File: src/hrr_pkg.sv
// Shared constants and types of the hard row repair sequencer.
// Assumes a decoded command stream on the device clock and a Wishbone slave.
package hrr_pkg;

    // Decoded command opcodes
    localparam logic [2:0] HRR_OP_NONE = 3'h0;
    localparam logic [2:0] HRR_OP_MRS  = 3'h1;
    localparam logic [2:0] HRR_OP_ACT  = 3'h2;
    localparam logic [2:0] HRR_OP_WR   = 3'h3;
    localparam logic [2:0] HRR_OP_WRA  = 3'h4;
    localparam logic [2:0] HRR_OP_PRE  = 3'h5;
    localparam logic [2:0] HRR_OP_REF  = 3'h6;
    localparam logic [2:0] HRR_OP_OTH  = 3'h7;

    // Mode register select is {bg[0], ba[1:0]}
    localparam logic [2:0] HRR_MR0_SEL    = 3'h0;
    localparam logic [2:0] HRR_MR4_SEL    = 3'h4;
    localparam int         HRR_MR4_EN_BIT = 13;
    localparam int         HRR_MR4_SR_BIT = 5;

    // Guard keys: address bits 11:7, then bits 6:0 all ones
    localparam logic [4:0] HRR_KEY1      = 5'h19;
    localparam logic [4:0] HRR_KEY2      = 5'h0f;
    localparam logic [4:0] HRR_KEY3      = 5'h17;
    localparam logic [4:0] HRR_KEY4      = 5'h07;
    localparam logic [6:0] HRR_KEY_LOW   = 7'h7f;
    localparam int         HRR_KEY_COUNT = 4;

    // Burst: 4 clocks, 8 bits; all-high over the first 2 clocks means skip
    localparam int HRR_BURST_CLKS = 4;
    localparam int HRR_SKIP_CLKS  = 2;

    // Wishbone word offsets (byte addresses)
    localparam logic [3:0] HRR_REG_CTRL   = 4'h0;
    localparam logic [3:0] HRR_REG_STATUS = 4'h4;
    localparam logic [3:0] HRR_REG_TARGET = 4'h8;

    // Control field layout and reset values
    localparam int         HRR_CWL_LSB = 0;
    localparam int         HRR_AL_LSB  = 8;
    localparam int         HRR_PL_LSB  = 16;
    localparam logic [4:0] HRR_CWL_RST = 5'h09;
    localparam logic [4:0] HRR_AL_RST  = 5'h00;
    localparam logic [2:0] HRR_PL_RST  = 3'h0;

    // Status bits
    localparam int HRR_ST_ENABLED = 0;
    localparam int HRR_ST_ARMED   = 1;
    localparam int HRR_ST_DONE    = 2;
    localparam int HRR_ST_SKIPPED = 3;
    localparam int HRR_ST_UNDEF   = 4;
    localparam int HRR_ST_FAILED  = 5;
    localparam int HRR_ST_STATE   = 8;

    typedef struct packed {
        logic        valid;
        logic [2:0]  op;
        logic [1:0]  bg;
        logic [1:0]  ba;
        logic [17:0] addr;
    } hrr_cmd_t;

    typedef struct packed {
        logic        valid;
        logic [1:0]  bg;
        logic [1:0]  ba;
        logic [17:0] row;
    } hrr_target_t;

endpackage

File: src/hrr_burst_check.sv
// Qualifies the four-clock write burst of a repair request.
// Assumes rise and fall samples arrive together once per clock.
`timescale 1ns/1ns
module hrr_burst_check #(
    parameter int DQ_W = 8
) (
    input  wire logic            clk_i,
    input  wire logic            rst_i,
    input  wire logic            start_i,
    input  wire logic [DQ_W-1:0] dq_rise_i,
    input  wire logic [DQ_W-1:0] dq_fall_i,
    output logic                 done_o,
    output logic                 all_low_o,
    output logic                 skip_o
);
    import hrr_pkg::*;

    logic [2:0] beat;
    logic       active;
    logic       low_ok;
    logic       high_ok;
    logic       beat_low;
    logic       beat_high;

    assign beat_low  = (dq_rise_i == '0) && (dq_fall_i == '0);
    assign beat_high = (&dq_rise_i) && (&dq_fall_i);

    always_ff @(posedge clk_i) begin
        if (rst_i) begin
            active  <= 1'b0;
            beat    <= 3'h0;
            low_ok  <= 1'b0;
            high_ok <= 1'b0;
        end else if (start_i) begin
            active  <= 1'b1;
            beat    <= 3'h1;
            low_ok  <= beat_low;
            high_ok <= beat_high;
        end else if (active) begin
            low_ok <= low_ok & beat_low;
            if (beat < 3'(HRR_SKIP_CLKS)) begin
                high_ok <= high_ok & beat_high;
            end
            beat <= beat + 3'h1;
            if (beat == 3'(HRR_BURST_CLKS - 1)) begin
                active <= 1'b0;
            end
        end
    end

    // Verdict registered on the last burst clock
    always_ff @(posedge clk_i) begin
        if (rst_i) begin
            done_o    <= 1'b0;
            all_low_o <= 1'b0;
            skip_o    <= 1'b0;
        end else begin
            done_o    <= active && (beat == 3'(HRR_BURST_CLKS - 1));
            all_low_o <= low_ok & beat_low;
            skip_o    <= high_ok;
        end
    end
endmodule

File: src/hrr_core.sv
// Hard row repair sequencer: mode enable, guard keys, repair burst, refresh masking.
// Assumes commands are decoded on the device clock and a classic Wishbone master.
// Notes on behaviour
// - Mode register four bit 13 enables hard repair; zero is normal.
// - Enabled repair mode drives every data line high, except from the write through the burst.
// - Keys have bank zero, low bits ones, fixed high-bit patterns.
// - Wrong order or interrupted keys disable repair; programming becomes no-op.
// - After interrupted entry, activate and write act as ordinary accesses.
// - Repair only if every data bit is low across the burst.
// - All-high first two clocks skips repair; other patterns undefined.
// - Autoprecharge form refreshes all banks except the repaired one.
`timescale 1ns/1ns
module hrr_core #(
    parameter int DQ_W = 8
) (
    input  wire logic                clk_i,
    input  wire logic                rst_i,
    input  wire hrr_pkg::hrr_cmd_t   cmd_i,
    input  wire logic [DQ_W-1:0]     dq_rise_i,
    input  wire logic [DQ_W-1:0]     dq_fall_i,
    output logic [DQ_W-1:0]          dq_o,
    output logic                     dq_oe_o,
    output logic                     normal_access_o,
    output hrr_pkg::hrr_target_t     repair_o,
    output logic                     refresh_o,
    output logic [15:0]              refresh_banks_o,
    output logic                     repair_mode_o,
    input  wire logic                wb_cyc_i,
    input  wire logic                wb_stb_i,
    input  wire logic                wb_we_i,
    input  wire logic [3:0]          wb_adr_i,
    input  wire logic [3:0]          wb_sel_i,
    input  wire logic [31:0]         wb_dat_i,
    output logic [31:0]              wb_dat_o,
    output logic                     wb_ack_o
);
    import hrr_pkg::*;

    typedef enum logic [7:0] {
        S_IDLE   = 8'h01,
        S_KEYS   = 8'h02,
        S_ARMED  = 8'h04,
        S_OPEN   = 8'h08,
        S_LAT    = 8'h10,
        S_BURST  = 8'h20,
        S_PROG   = 8'h40,
        S_FAILED = 8'h80
    } hrr_state_t;

    hrr_state_t  state;
    hrr_state_t  next_state;
    logic [1:0]  key_idx;
    logic [4:0]  key_exp;
    logic [4:0]  column_write_latency;
    logic [4:0]  al;
    logic [2:0]  pl;
    logic [6:0]  wl_cnt;
    logic [6:0]  write_latency;
    logic        wra_form;
    logic        st_done;
    logic        st_skipped;
    logic        st_undef;
    logic        st_failed;
    logic        burst_done;
    logic        burst_low;
    logic        burst_skip;
    logic        burst_start;
    logic        is_mrs;
    logic [2:0]  mr_sel;
    logic        mr4_write;
    logic        key_match;
    logic        same_bank;
    logic        wb_req;
    logic        clr_done;
    logic        clr_skip;
    logic        clr_undef;
    logic        clr_fail;

    assign write_latency = 7'(column_write_latency) + 7'(al) + 7'(pl);
    assign is_mrs    = cmd_i.valid && (cmd_i.op == HRR_OP_MRS);
    assign mr_sel    = {cmd_i.bg[0], cmd_i.ba};
    assign mr4_write = is_mrs && (mr_sel == HRR_MR4_SEL);
    assign same_bank = (cmd_i.bg == repair_o.bg) && (cmd_i.ba == repair_o.ba);

    always_comb begin
        case (key_idx)
            2'h0:    key_exp = HRR_KEY1;
            2'h1:    key_exp = HRR_KEY2;
            2'h2:    key_exp = HRR_KEY3;
            default: key_exp = HRR_KEY4;
        endcase
    end

    assign key_match = is_mrs && (cmd_i.bg == 2'h0) && (cmd_i.ba == 2'h0)
                    && (cmd_i.addr[11:7] == key_exp) && (cmd_i.addr[6:0] == HRR_KEY_LOW);

    assign burst_start = (state == S_LAT) && (wl_cnt <= 7'h1);

    always_comb begin
        next_state = state;
        case (state)
            S_IDLE: begin
                if (mr4_write && cmd_i.addr[HRR_MR4_EN_BIT]) begin
                    next_state = S_KEYS;
                end
            end
            S_KEYS: begin
                if (cmd_i.valid && !key_match) begin
                    next_state = S_FAILED;
                end else if (key_match && key_idx == 2'(HRR_KEY_COUNT - 1)) begin
                    next_state = S_ARMED;
                end
            end
            S_ARMED: begin
                if (cmd_i.valid && cmd_i.op == HRR_OP_ACT) begin
                    next_state = S_OPEN;
                end
            end
            S_OPEN: begin
                if (cmd_i.valid && same_bank
                    && (cmd_i.op == HRR_OP_WR || cmd_i.op == HRR_OP_WRA)) begin
                    next_state = S_LAT;
                end
            end
            S_LAT: begin
                if (burst_start) begin
                    next_state = S_BURST;
                end
            end
            S_BURST: begin
                if (burst_done) begin
                    next_state = S_PROG;
                end
            end
            S_PROG,
            S_FAILED: begin
                next_state = state;
            end
            default: next_state = S_IDLE;
        endcase
        // clearing the bit leaves the mode from any state
        if (mr4_write && !cmd_i.addr[HRR_MR4_EN_BIT]) begin
            next_state = S_IDLE;
        end
    end

    always_ff @(posedge clk_i) begin
        if (rst_i) begin
            state <= S_IDLE;
        end else begin
            state <= next_state;
        end
    end

    // key counter, restarted on every enable
    always_ff @(posedge clk_i) begin
        if (rst_i || state != S_KEYS) begin
            key_idx <= 2'h0;
        end else if (key_match) begin
            key_idx <= key_idx + 2'h1;
        end
    end

    // Target capture on activate, form captured on the write
    always_ff @(posedge clk_i) begin
        if (rst_i) begin
            repair_o <= '0;
            wra_form <= 1'b0;
        end else begin
            repair_o.valid <= 1'b0;
            if (state == S_ARMED && cmd_i.valid && cmd_i.op == HRR_OP_ACT) begin
                repair_o.bg  <= cmd_i.bg;
                repair_o.ba  <= cmd_i.ba;
                repair_o.row <= cmd_i.addr;
            end
            if (state == S_OPEN && next_state == S_LAT) begin
                wra_form <= (cmd_i.op == HRR_OP_WRA);
            end
            // repair only on an all-low burst
            if (state == S_BURST && burst_done && burst_low) begin
                repair_o.valid <= 1'b1;
            end
        end
    end

    // data arrives one write latency after the write
    always_ff @(posedge clk_i) begin
        if (rst_i) begin
            wl_cnt <= 7'h0;
        end else if (state == S_OPEN && next_state == S_LAT) begin
            wl_cnt <= write_latency;
        end else if (state == S_LAT && wl_cnt != 7'h0) begin
            wl_cnt <= wl_cnt - 7'h1;
        end
    end

    hrr_burst_check #(
        .DQ_W (DQ_W)
    ) u_burst (
        .clk_i     (clk_i),
        .rst_i     (rst_i),
        .start_i   (burst_start),
        .dq_rise_i (dq_rise_i),
        .dq_fall_i (dq_fall_i),
        .done_o    (burst_done),
        .all_low_o (burst_low),
        .skip_o    (burst_skip)
    );

    // all data lines driven high except from the write until the burst is taken in
    always_ff @(posedge clk_i) begin
        if (rst_i) begin
            dq_o    <= '0;
            dq_oe_o <= 1'b0;
        end else begin
            dq_o    <= '1;
            dq_oe_o <= (next_state != S_IDLE) && (next_state != S_LAT)
                    && (next_state != S_BURST);
        end
    end

    // after failed entry activates and writes are ordinary accesses
    assign normal_access_o = cmd_i.valid && (state == S_IDLE || state == S_FAILED)
                          && (cmd_i.op == HRR_OP_ACT || cmd_i.op == HRR_OP_WR
                              || cmd_i.op == HRR_OP_WRA);
    assign repair_mode_o = (state != S_IDLE);

    // refresh spares the bank under repair; plain write form ignores it
    always_ff @(posedge clk_i) begin
        if (rst_i) begin
            refresh_o       <= 1'b0;
            refresh_banks_o <= 16'h0000;
        end else begin
            refresh_o       <= 1'b0;
            refresh_banks_o <= 16'h0000;
            if (cmd_i.valid && cmd_i.op == HRR_OP_REF) begin
                if (state == S_IDLE || state == S_FAILED) begin
                    refresh_o       <= 1'b1;
                    refresh_banks_o <= 16'hffff;
                end else if (state == S_PROG && wra_form) begin
                    refresh_o       <= 1'b1;
                    refresh_banks_o <= ~(16'h0001 << {repair_o.bg, repair_o.ba});
                end
            end
        end
    end

    // Wishbone slave: ack one cycle after the request, dropped the next cycle
    assign wb_req    = wb_cyc_i && wb_stb_i && !wb_ack_o;
    assign clr_done  = wb_req && wb_we_i && (wb_adr_i == HRR_REG_STATUS)
                    && wb_sel_i[0] && wb_dat_i[HRR_ST_DONE];
    assign clr_skip  = wb_req && wb_we_i && (wb_adr_i == HRR_REG_STATUS)
                    && wb_sel_i[0] && wb_dat_i[HRR_ST_SKIPPED];
    assign clr_undef = wb_req && wb_we_i && (wb_adr_i == HRR_REG_STATUS)
                    && wb_sel_i[0] && wb_dat_i[HRR_ST_UNDEF];
    assign clr_fail  = wb_req && wb_we_i && (wb_adr_i == HRR_REG_STATUS)
                    && wb_sel_i[0] && wb_dat_i[HRR_ST_FAILED];

    always_ff @(posedge clk_i) begin
        if (rst_i) begin
            wb_ack_o <= 1'b0;
        end else begin
            wb_ack_o <= wb_req;
        end
    end

    always_ff @(posedge clk_i) begin
        if (rst_i) begin
            column_write_latency <= HRR_CWL_RST;
            al  <= HRR_AL_RST;
            pl  <= HRR_PL_RST;
        end else if (wb_req && wb_we_i && wb_adr_i == HRR_REG_CTRL) begin
            if (wb_sel_i[0]) begin
                column_write_latency <= wb_dat_i[HRR_CWL_LSB +: 5];
            end
            if (wb_sel_i[1]) begin
                al <= wb_dat_i[HRR_AL_LSB +: 5];
            end
            if (wb_sel_i[2]) begin
                pl <= wb_dat_i[HRR_PL_LSB +: 3];
            end
        end
    end

    // Sticky outcome flags, write one to clear; a new event wins over the clear
    always_ff @(posedge clk_i) begin
        if (rst_i) begin
            st_done    <= 1'b0;
            st_skipped <= 1'b0;
            st_undef   <= 1'b0;
            st_failed  <= 1'b0;
        end else begin
            // skip on all-high lead, undefined on mixed data
            st_done    <= (state == S_BURST && burst_done && burst_low)
                       || (st_done && !clr_done);
            st_skipped <= (state == S_BURST && burst_done && !burst_low && burst_skip)
                       || (st_skipped && !clr_skip);
            st_undef   <= (state == S_BURST && burst_done && !burst_low && !burst_skip)
                       || (st_undef && !clr_undef);
            st_failed  <= (state == S_KEYS && next_state == S_FAILED)
                       || (st_failed && !clr_fail);
        end
    end

    always_ff @(posedge clk_i) begin
        if (rst_i) begin
            wb_dat_o <= 32'h0000_0000;
        end else if (wb_req && !wb_we_i) begin
            case (wb_adr_i)
                HRR_REG_CTRL:   wb_dat_o <= {13'h0000, pl, 3'h0, al, 3'h0, column_write_latency};
                HRR_REG_STATUS: wb_dat_o <= {16'h0000, state, 2'h0, st_failed, st_undef,
                                             st_skipped, st_done,
                                             (state == S_ARMED), repair_mode_o};
                HRR_REG_TARGET: wb_dat_o <= {10'h000, repair_o.bg, repair_o.ba, repair_o.row};
                default:        wb_dat_o <= 32'h0000_0000;
            endcase
        end
    end
endmodule

File: config.mk
export PLATFORM = sky130hd
export DESIGN_NAME = hrr_core
export DESIGN_NICKNAME = d
export VERILOG_FILES = /design/src/hrr_pkg.sv /design/src/hrr_burst_check.sv /design/src/hrr_core.sv
export SDC_FILE = /design/constraint.sdc
export NUM_CORES = 1
export LEC_CHECK = 0
export BUFFER_PORTS_ARGS = -buffer_cell sky130_fd_sc_hd__buf_2
export CORE_ASPECT_RATIO = 1.2
export CORE_MARGIN = 1
export CORE_UTILIZATION = 46
export CTS_CLUSTER_DIAMETER = 30
export DETAILED_ROUTE_END_ITERATION = 8
export PLACE_DENSITY = 0.82
export REMOVE_ABC_BUFFERS = 1
export SLEW_MARGIN = 20
export SYNTH_ARGS = -nofsm -noshare
export SYNTH_HDL_FRONTEND = slang
export SYNTH_HIERARCHICAL = 1
export SYNTH_SLANG_ARGS = --single-unit
File: constraint.sdc
create_clock -name clk_i -period 2.4 [get_ports clk_i]
set_clock_uncertainty 0.2 [all_clocks]
set_input_delay 0.36 -clock clk_i [delete_from_list [all_inputs] [get_ports clk_i]]
set_output_delay 0.36 -clock clk_i [all_outputs]
set_load 0.05 [all_outputs]
==> flow_summary.html <==
<table>
<tr><th>Metric</th><th>Value</th></tr>
<tr><th colspan="2">Status</th></tr>
<tr><td>Result of the run</td><td>finished, final reports clean</td></tr>
<tr><th colspan="2">Timing</th></tr>
<tr><td>Final slew viol count</td><td>0</td></tr>
<tr><td>RSZ-0062 raised after global routing</td><td>yes</td></tr>
<tr><td>Worst hold-check slack</td><td>43.8 ps</td></tr>
<tr><td>Final hold violations</td><td>0</td></tr>
<tr><td>Peak clock frequency supported by timing</td><td>420 MHz</td></tr>
<tr><td>Worst-case headroom to the max-slew limit</td><td>0.511</td></tr>
<tr><td>Post-route minimum period</td><td>2380 ps</td></tr>
<tr><td>Period Utilization, post-route</td><td>0.992</td></tr>
<tr><td>Transition time at the pin with the least slew margin</td><td>727 ps</td></tr>
<tr><td>Final setup violation count</td><td>0</td></tr>
<tr><td>Setup_tns</td><td>0 ps</td></tr>
<tr><th colspan="2">Logic synthesis</th></tr>
<tr><td>Synth cell count leaders</td><td>sky130_fd_sc_hd__dfxtp_1, sky130_fd_sc_hd__nor2_1, sky130_fd_sc_hd__a21oi_1, sky130_fd_sc_hd__nand2_1, sky130_fd_sc_hd__mux2i_1</td></tr>
<tr><td>Predominant post-synthesis flop cell</td><td>sky130_fd_sc_hd__dfxtp_1</td></tr>
<tr><td>Leading cell types by total area after synthesis</td><td>sky130_fd_sc_hd__dfxtp_1, sky130_fd_sc_hd__nor2_1, sky130_fd_sc_hd__mux2i_1</td></tr>
<tr><td>Number of synthesized register bits</td><td>109</td></tr>
<tr><td>Ys async rst share</td><td>0</td></tr>
<tr><td>Area of the mapped netlist</td><td>0.00525 mm²</td></tr>
<tr><td>Top cell type by total area after synthesis</td><td>sky130_fd_sc_hd__dfxtp_1</td></tr>
<tr><td>Post-synthesis sequential area ratio</td><td>0.416</td></tr>
<tr><td>Average instance area after synthesis</td><td>8.89 µm²</td></tr>
<tr><td>Yosys warning total</td><td>6</td></tr>
<tr><td>Number of cells produced by synthesis</td><td>591</td></tr>
<tr><td>Area share of the largest cell type after synthesis</td><td>0.416</td></tr>
<tr><td>Leading cell type by number of instances after synthesis</td><td>sky130_fd_sc_hd__dfxtp_1</td></tr>
<tr><td>Number of enable-type register cells in the synthesized netlist</td><td>0</td></tr>
<tr><td>Number of distinct library cells after synthesis</td><td>67</td></tr>
<tr><th colspan="2">Worst setup path</th></tr>
<tr><td>Data required, critical path</td><td>2460 ps</td></tr>
<tr><td>Critical path class</td><td>reg -&gt; reg</td></tr>
<tr><td>Setup slack of the worst register-to-register path</td><td>20 ps</td></tr>
<tr><td>Kind of end point of the critical path</td><td>register</td></tr>
<tr><td>Maximum fanout count along the critical path</td><td>2</td></tr>
<tr><td>Type of origin of the critical path</td><td>register</td></tr>
<tr><td>Data arrival time of the critical path</td><td>2440 ps</td></tr>
<tr><th colspan="2">Cells and area</th></tr>
<tr><td>Final cell utilization of the core</td><td>0.595</td></tr>
<tr><td>FF/Latch Area</td><td>0.00219 mm²</td></tr>
<tr><td>Proportion of layout cells with a drive suffix above 1</td><td>0.321</td></tr>
<tr><td>Antenna cell count</td><td>0</td></tr>
<tr><td>Syn-to-layout area delta</td><td>25.6%</td></tr>
<tr><td>Cell area after layout</td><td>0.00660 mm²</td></tr>
<tr><td>Post-layout net count</td><td>841</td></tr>
<tr><td>Area of the multi-input gates</td><td>0.00285 mm²</td></tr>
<tr><td>Layout fillers</td><td>938</td></tr>
<tr><th colspan="2">Placed design</th></tr>
<tr><td>Port-buffer cells</td><td>141</td></tr>
<tr><td>Final weighted congestion in routability-driven placement</td><td>0.969</td></tr>
<tr><td>Placed Instance Area</td><td>0.00612 mm²</td></tr>
<tr><td>Detailed placer's ending HPWL</td><td>11.2 mm</td></tr>
<tr><th colspan="2">Clock network</th></tr>
<tr><td>CTS buffer count</td><td>9</td></tr>
<tr><td>Library cell used as clock root buffer</td><td>sky130_fd_sc_hd__clkbuf_16</td></tr>
<tr><td>TritonCTS clock tree</td><td>done</td></tr>
<tr><td>Clk_lat worst skew</td><td>350 ps</td></tr>
<tr><td>Post-CTS clock slew at the launch and capture registers of the worst setup and hold paths</td><td>70 ps</td></tr>
<tr><td>CTS Sinks</td><td>109</td></tr>
<tr><td>Level count of the clock H-tree</td><td>3</td></tr>
<tr><td>Buffer levels on the longest clock path</td><td>2</td></tr>
<tr><th colspan="2">Route</th></tr>
<tr><td>Wire length per cell</td><td>16.7 µm</td></tr>
<tr><td>Length of the first detailed-routing pass in iterations</td><td>7</td></tr>
<tr><td>Violation count after the first detailed-route iteration</td><td>483</td></tr>
<tr><td># DRC</td><td>0</td></tr>
<tr><td>Vias post-DR</td><td>5,092</td></tr>
<tr><td>Routed via count divided by cell count</td><td>5.69</td></tr>
<tr><td>Final wirelength</td><td>14.9 mm</td></tr>
<tr><td>Routed Antenna Nets</td><td>0</td></tr>
<tr><th colspan="2">GRT</th></tr>
<tr><td>Met2 Use GR</td><td>0.442</td></tr>
<tr><td>Total GRT Usage</td><td>0.248</td></tr>
<tr><td>Via count of the first global-routing pass</td><td>4,828</td></tr>
<tr><td>GR Overflow Total</td><td>0</td></tr>
<tr><td>Global routing usage on met1</td><td>0.292</td></tr>
<tr><td>Met3 track demand over resource in global routing</td><td>0.0370</td></tr>
<tr><td>Initial antenna violation count</td><td>1</td></tr>
<tr><td>Global-route wire length before repair</td><td>23.3 mm</td></tr>
<tr><td>Global-route layer with the greatest usage</td><td>met2</td></tr>
<tr><td>Largest net degree at the start of global routing</td><td>78</td></tr>
<tr><th colspan="2">Pwr</th></tr>
<tr><td>Overall power of the completed layout</td><td>3.60 mW</td></tr>
<tr><td>Power per standard cell area</td><td>545 mW/mm²</td></tr>
<tr><td>Worst-case vdd ir drop</td><td>485 µV</td></tr>
<tr><td>Leakage power</td><td>3.05 nW</td></tr>
<tr><th colspan="2">Floorplanning</th></tr>
<tr><td>Die width</td><td>99.5 µm</td></tr>
<tr><td>Placement row count</td><td>42</td></tr>
<tr><td>Area of the placeable core</td><td>0.0111 mm²</td></tr>
<tr><td>Height of the chip</td><td>119 µm</td></tr>
<tr><td>Starting utilization of the core area</td><td>0.474</td></tr>
<tr><td>Io pins</td><td>171</td></tr>
<tr><td>Die Footprint</td><td>0.0118 mm²</td></tr>
<tr><th colspan="2">Hold path</th></tr>
<tr><td>Type of the most critical hold path</td><td>in -&gt; reg</td></tr>
<tr><th colspan="2">Flow run</th></tr>
<tr><td>Max-capacitance violation count</td><td>0</td></tr>
</table>
## final timing paths
kind,end,depth (start not counted),start
worst max-delay path,wl_cnt[5],9,pl[1]
worst min-delay path,repair_o[16],3,cmd_i[16]
worst max register to register,wl_cnt[5],9,pl[1]
worst min register to register,u_burst/skip_o,1,u_burst/high_ok
## logic make-up (layout without fill, tap and decap cells)
group | count (synthesis) | after routing | share of synthesized area
other | 1 | 10 | 0.000714
adder cells (fa/ha/maj) | 18 | 18 | 0.0486
flip-flops | 109 | 109 | 0.416
XOR/XNOR | 15 | 15 | 0.0250
buffers and inverters | 71 | 212 | 0.0674
AO/OA/AOI/OAI | 114 | 114 | 0.147
AND/OR/NAND/NOR | 233 | 233 | 0.238
multiplexers | 30 | 30 | 0.0574
## flip-flops by register name, indices dropped and copies added (netlist names), 2 cells and up
name	count
pl	3
state	8
key_idx	2
refresh_banks_o	16
wl_cnt	7
al	5
wb_dat_o	22
column_write_latency	5
repair_o	23
u_burst/beat	3
## worst max-delay path, stage by stage, from the launching register on
cell and delay, ps:
sky130_fd_sc_hd__dfxtp_2 340, sky130_fd_sc_hd__fa_1 540, sky130_fd_sc_hd__ha_2 190, sky130_fd_sc_hd__inv_2 40
sky130_fd_sc_hd__fa_2 370, sky130_fd_sc_hd__inv_2 60, sky130_fd_sc_hd__a21o_1 130, sky130_fd_sc_hd__a21oi_2 60
sky130_fd_sc_hd__xor2_1 140, sky130_fd_sc_hd__a211oi_1 230
## per-layer routing
layer / wire length (µm) / vias to the layer above
met5: 0 / -
met2: 7510 / 284
li1: - / 2357
met1: 5610 / 2405
met4: 521 / 0
met3: 1290 / 46
## through the flow
stage                     setup slack (ps)  instances
final                                 18.9        895
after global placement                26.9        871
after detailed placement              -103        871
after CTS                             3.51        887
after global routing                 -10.8        895
after floorplan                      -1000        551
## layout by cell type (no fill, tap or decap), types with 6 or more instances in the layout
cell                        instances
sky130_fd_sc_hd__buf_2            140
sky130_fd_sc_hd__dfxtp_1          101
sky130_fd_sc_hd__nor2_1            99
sky130_fd_sc_hd__a21oi_1           51
sky130_fd_sc_hd__nand2_1           33
sky130_fd_sc_hd__buf_4             32
sky130_fd_sc_hd__mux2i_1           29
sky130_fd_sc_hd__inv_1             18
sky130_fd_sc_hd__a22oi_1           13
sky130_fd_sc_hd__nand3_1           13
sky130_fd_sc_hd__nand4_1           12
sky130_fd_sc_hd__a222oi_1          10
sky130_fd_sc_hd__ha_1              10
sky130_fd_sc_hd__conb_1            10
sky130_fd_sc_hd__nor3_1             9
sky130_fd_sc_hd__xor2_1             9
sky130_fd_sc_hd__clkbuf_16          9
sky130_fd_sc_hd__dfxtp_2            8
sky130_fd_sc_hd__nor2b_1            7
sky130_fd_sc_hd__a211oi_1           7
sky130_fd_sc_hd__xnor2_1            6
sky130_fd_sc_hd__and3_1             6
sky130_fd_sc_hd__a31oi_1            6
## layout make-up
cell class,count,area share
Multi-Input combinational cell,420,0.432
Clock buffer,9,0.0341
Timing Repair Buffer,174,0.147
Sequential cell,109,0.332
Clock inverter,7,0.0114
Inverter,22,0.0133
Tap cell,154,0.0292
## power by group
| group | internal (mW) | leakage [nW] | total [mW] | switching (mW) |
|---|---|---|---|---|
| Clock | 0.813 | 0.138 | 1.50 | 0.688 |
| Combinational | 0.0820 | 2.03 | 0.278 | 0.196 |
| Sequential | 1.81 | 0.882 | 1.82 | 0.00340 |
| Total | 2.71 | 3.05 | 3.60 | 0.888 |
## timing repair
item                       4_1_cts  5_1_grt
buffers inserted                 0        8
pin swaps                        3       16
hold buffers                     0        0
gates resized for setup         11       23
setup endpoints to repair        6       10
(Power assumes the default switching activity.)
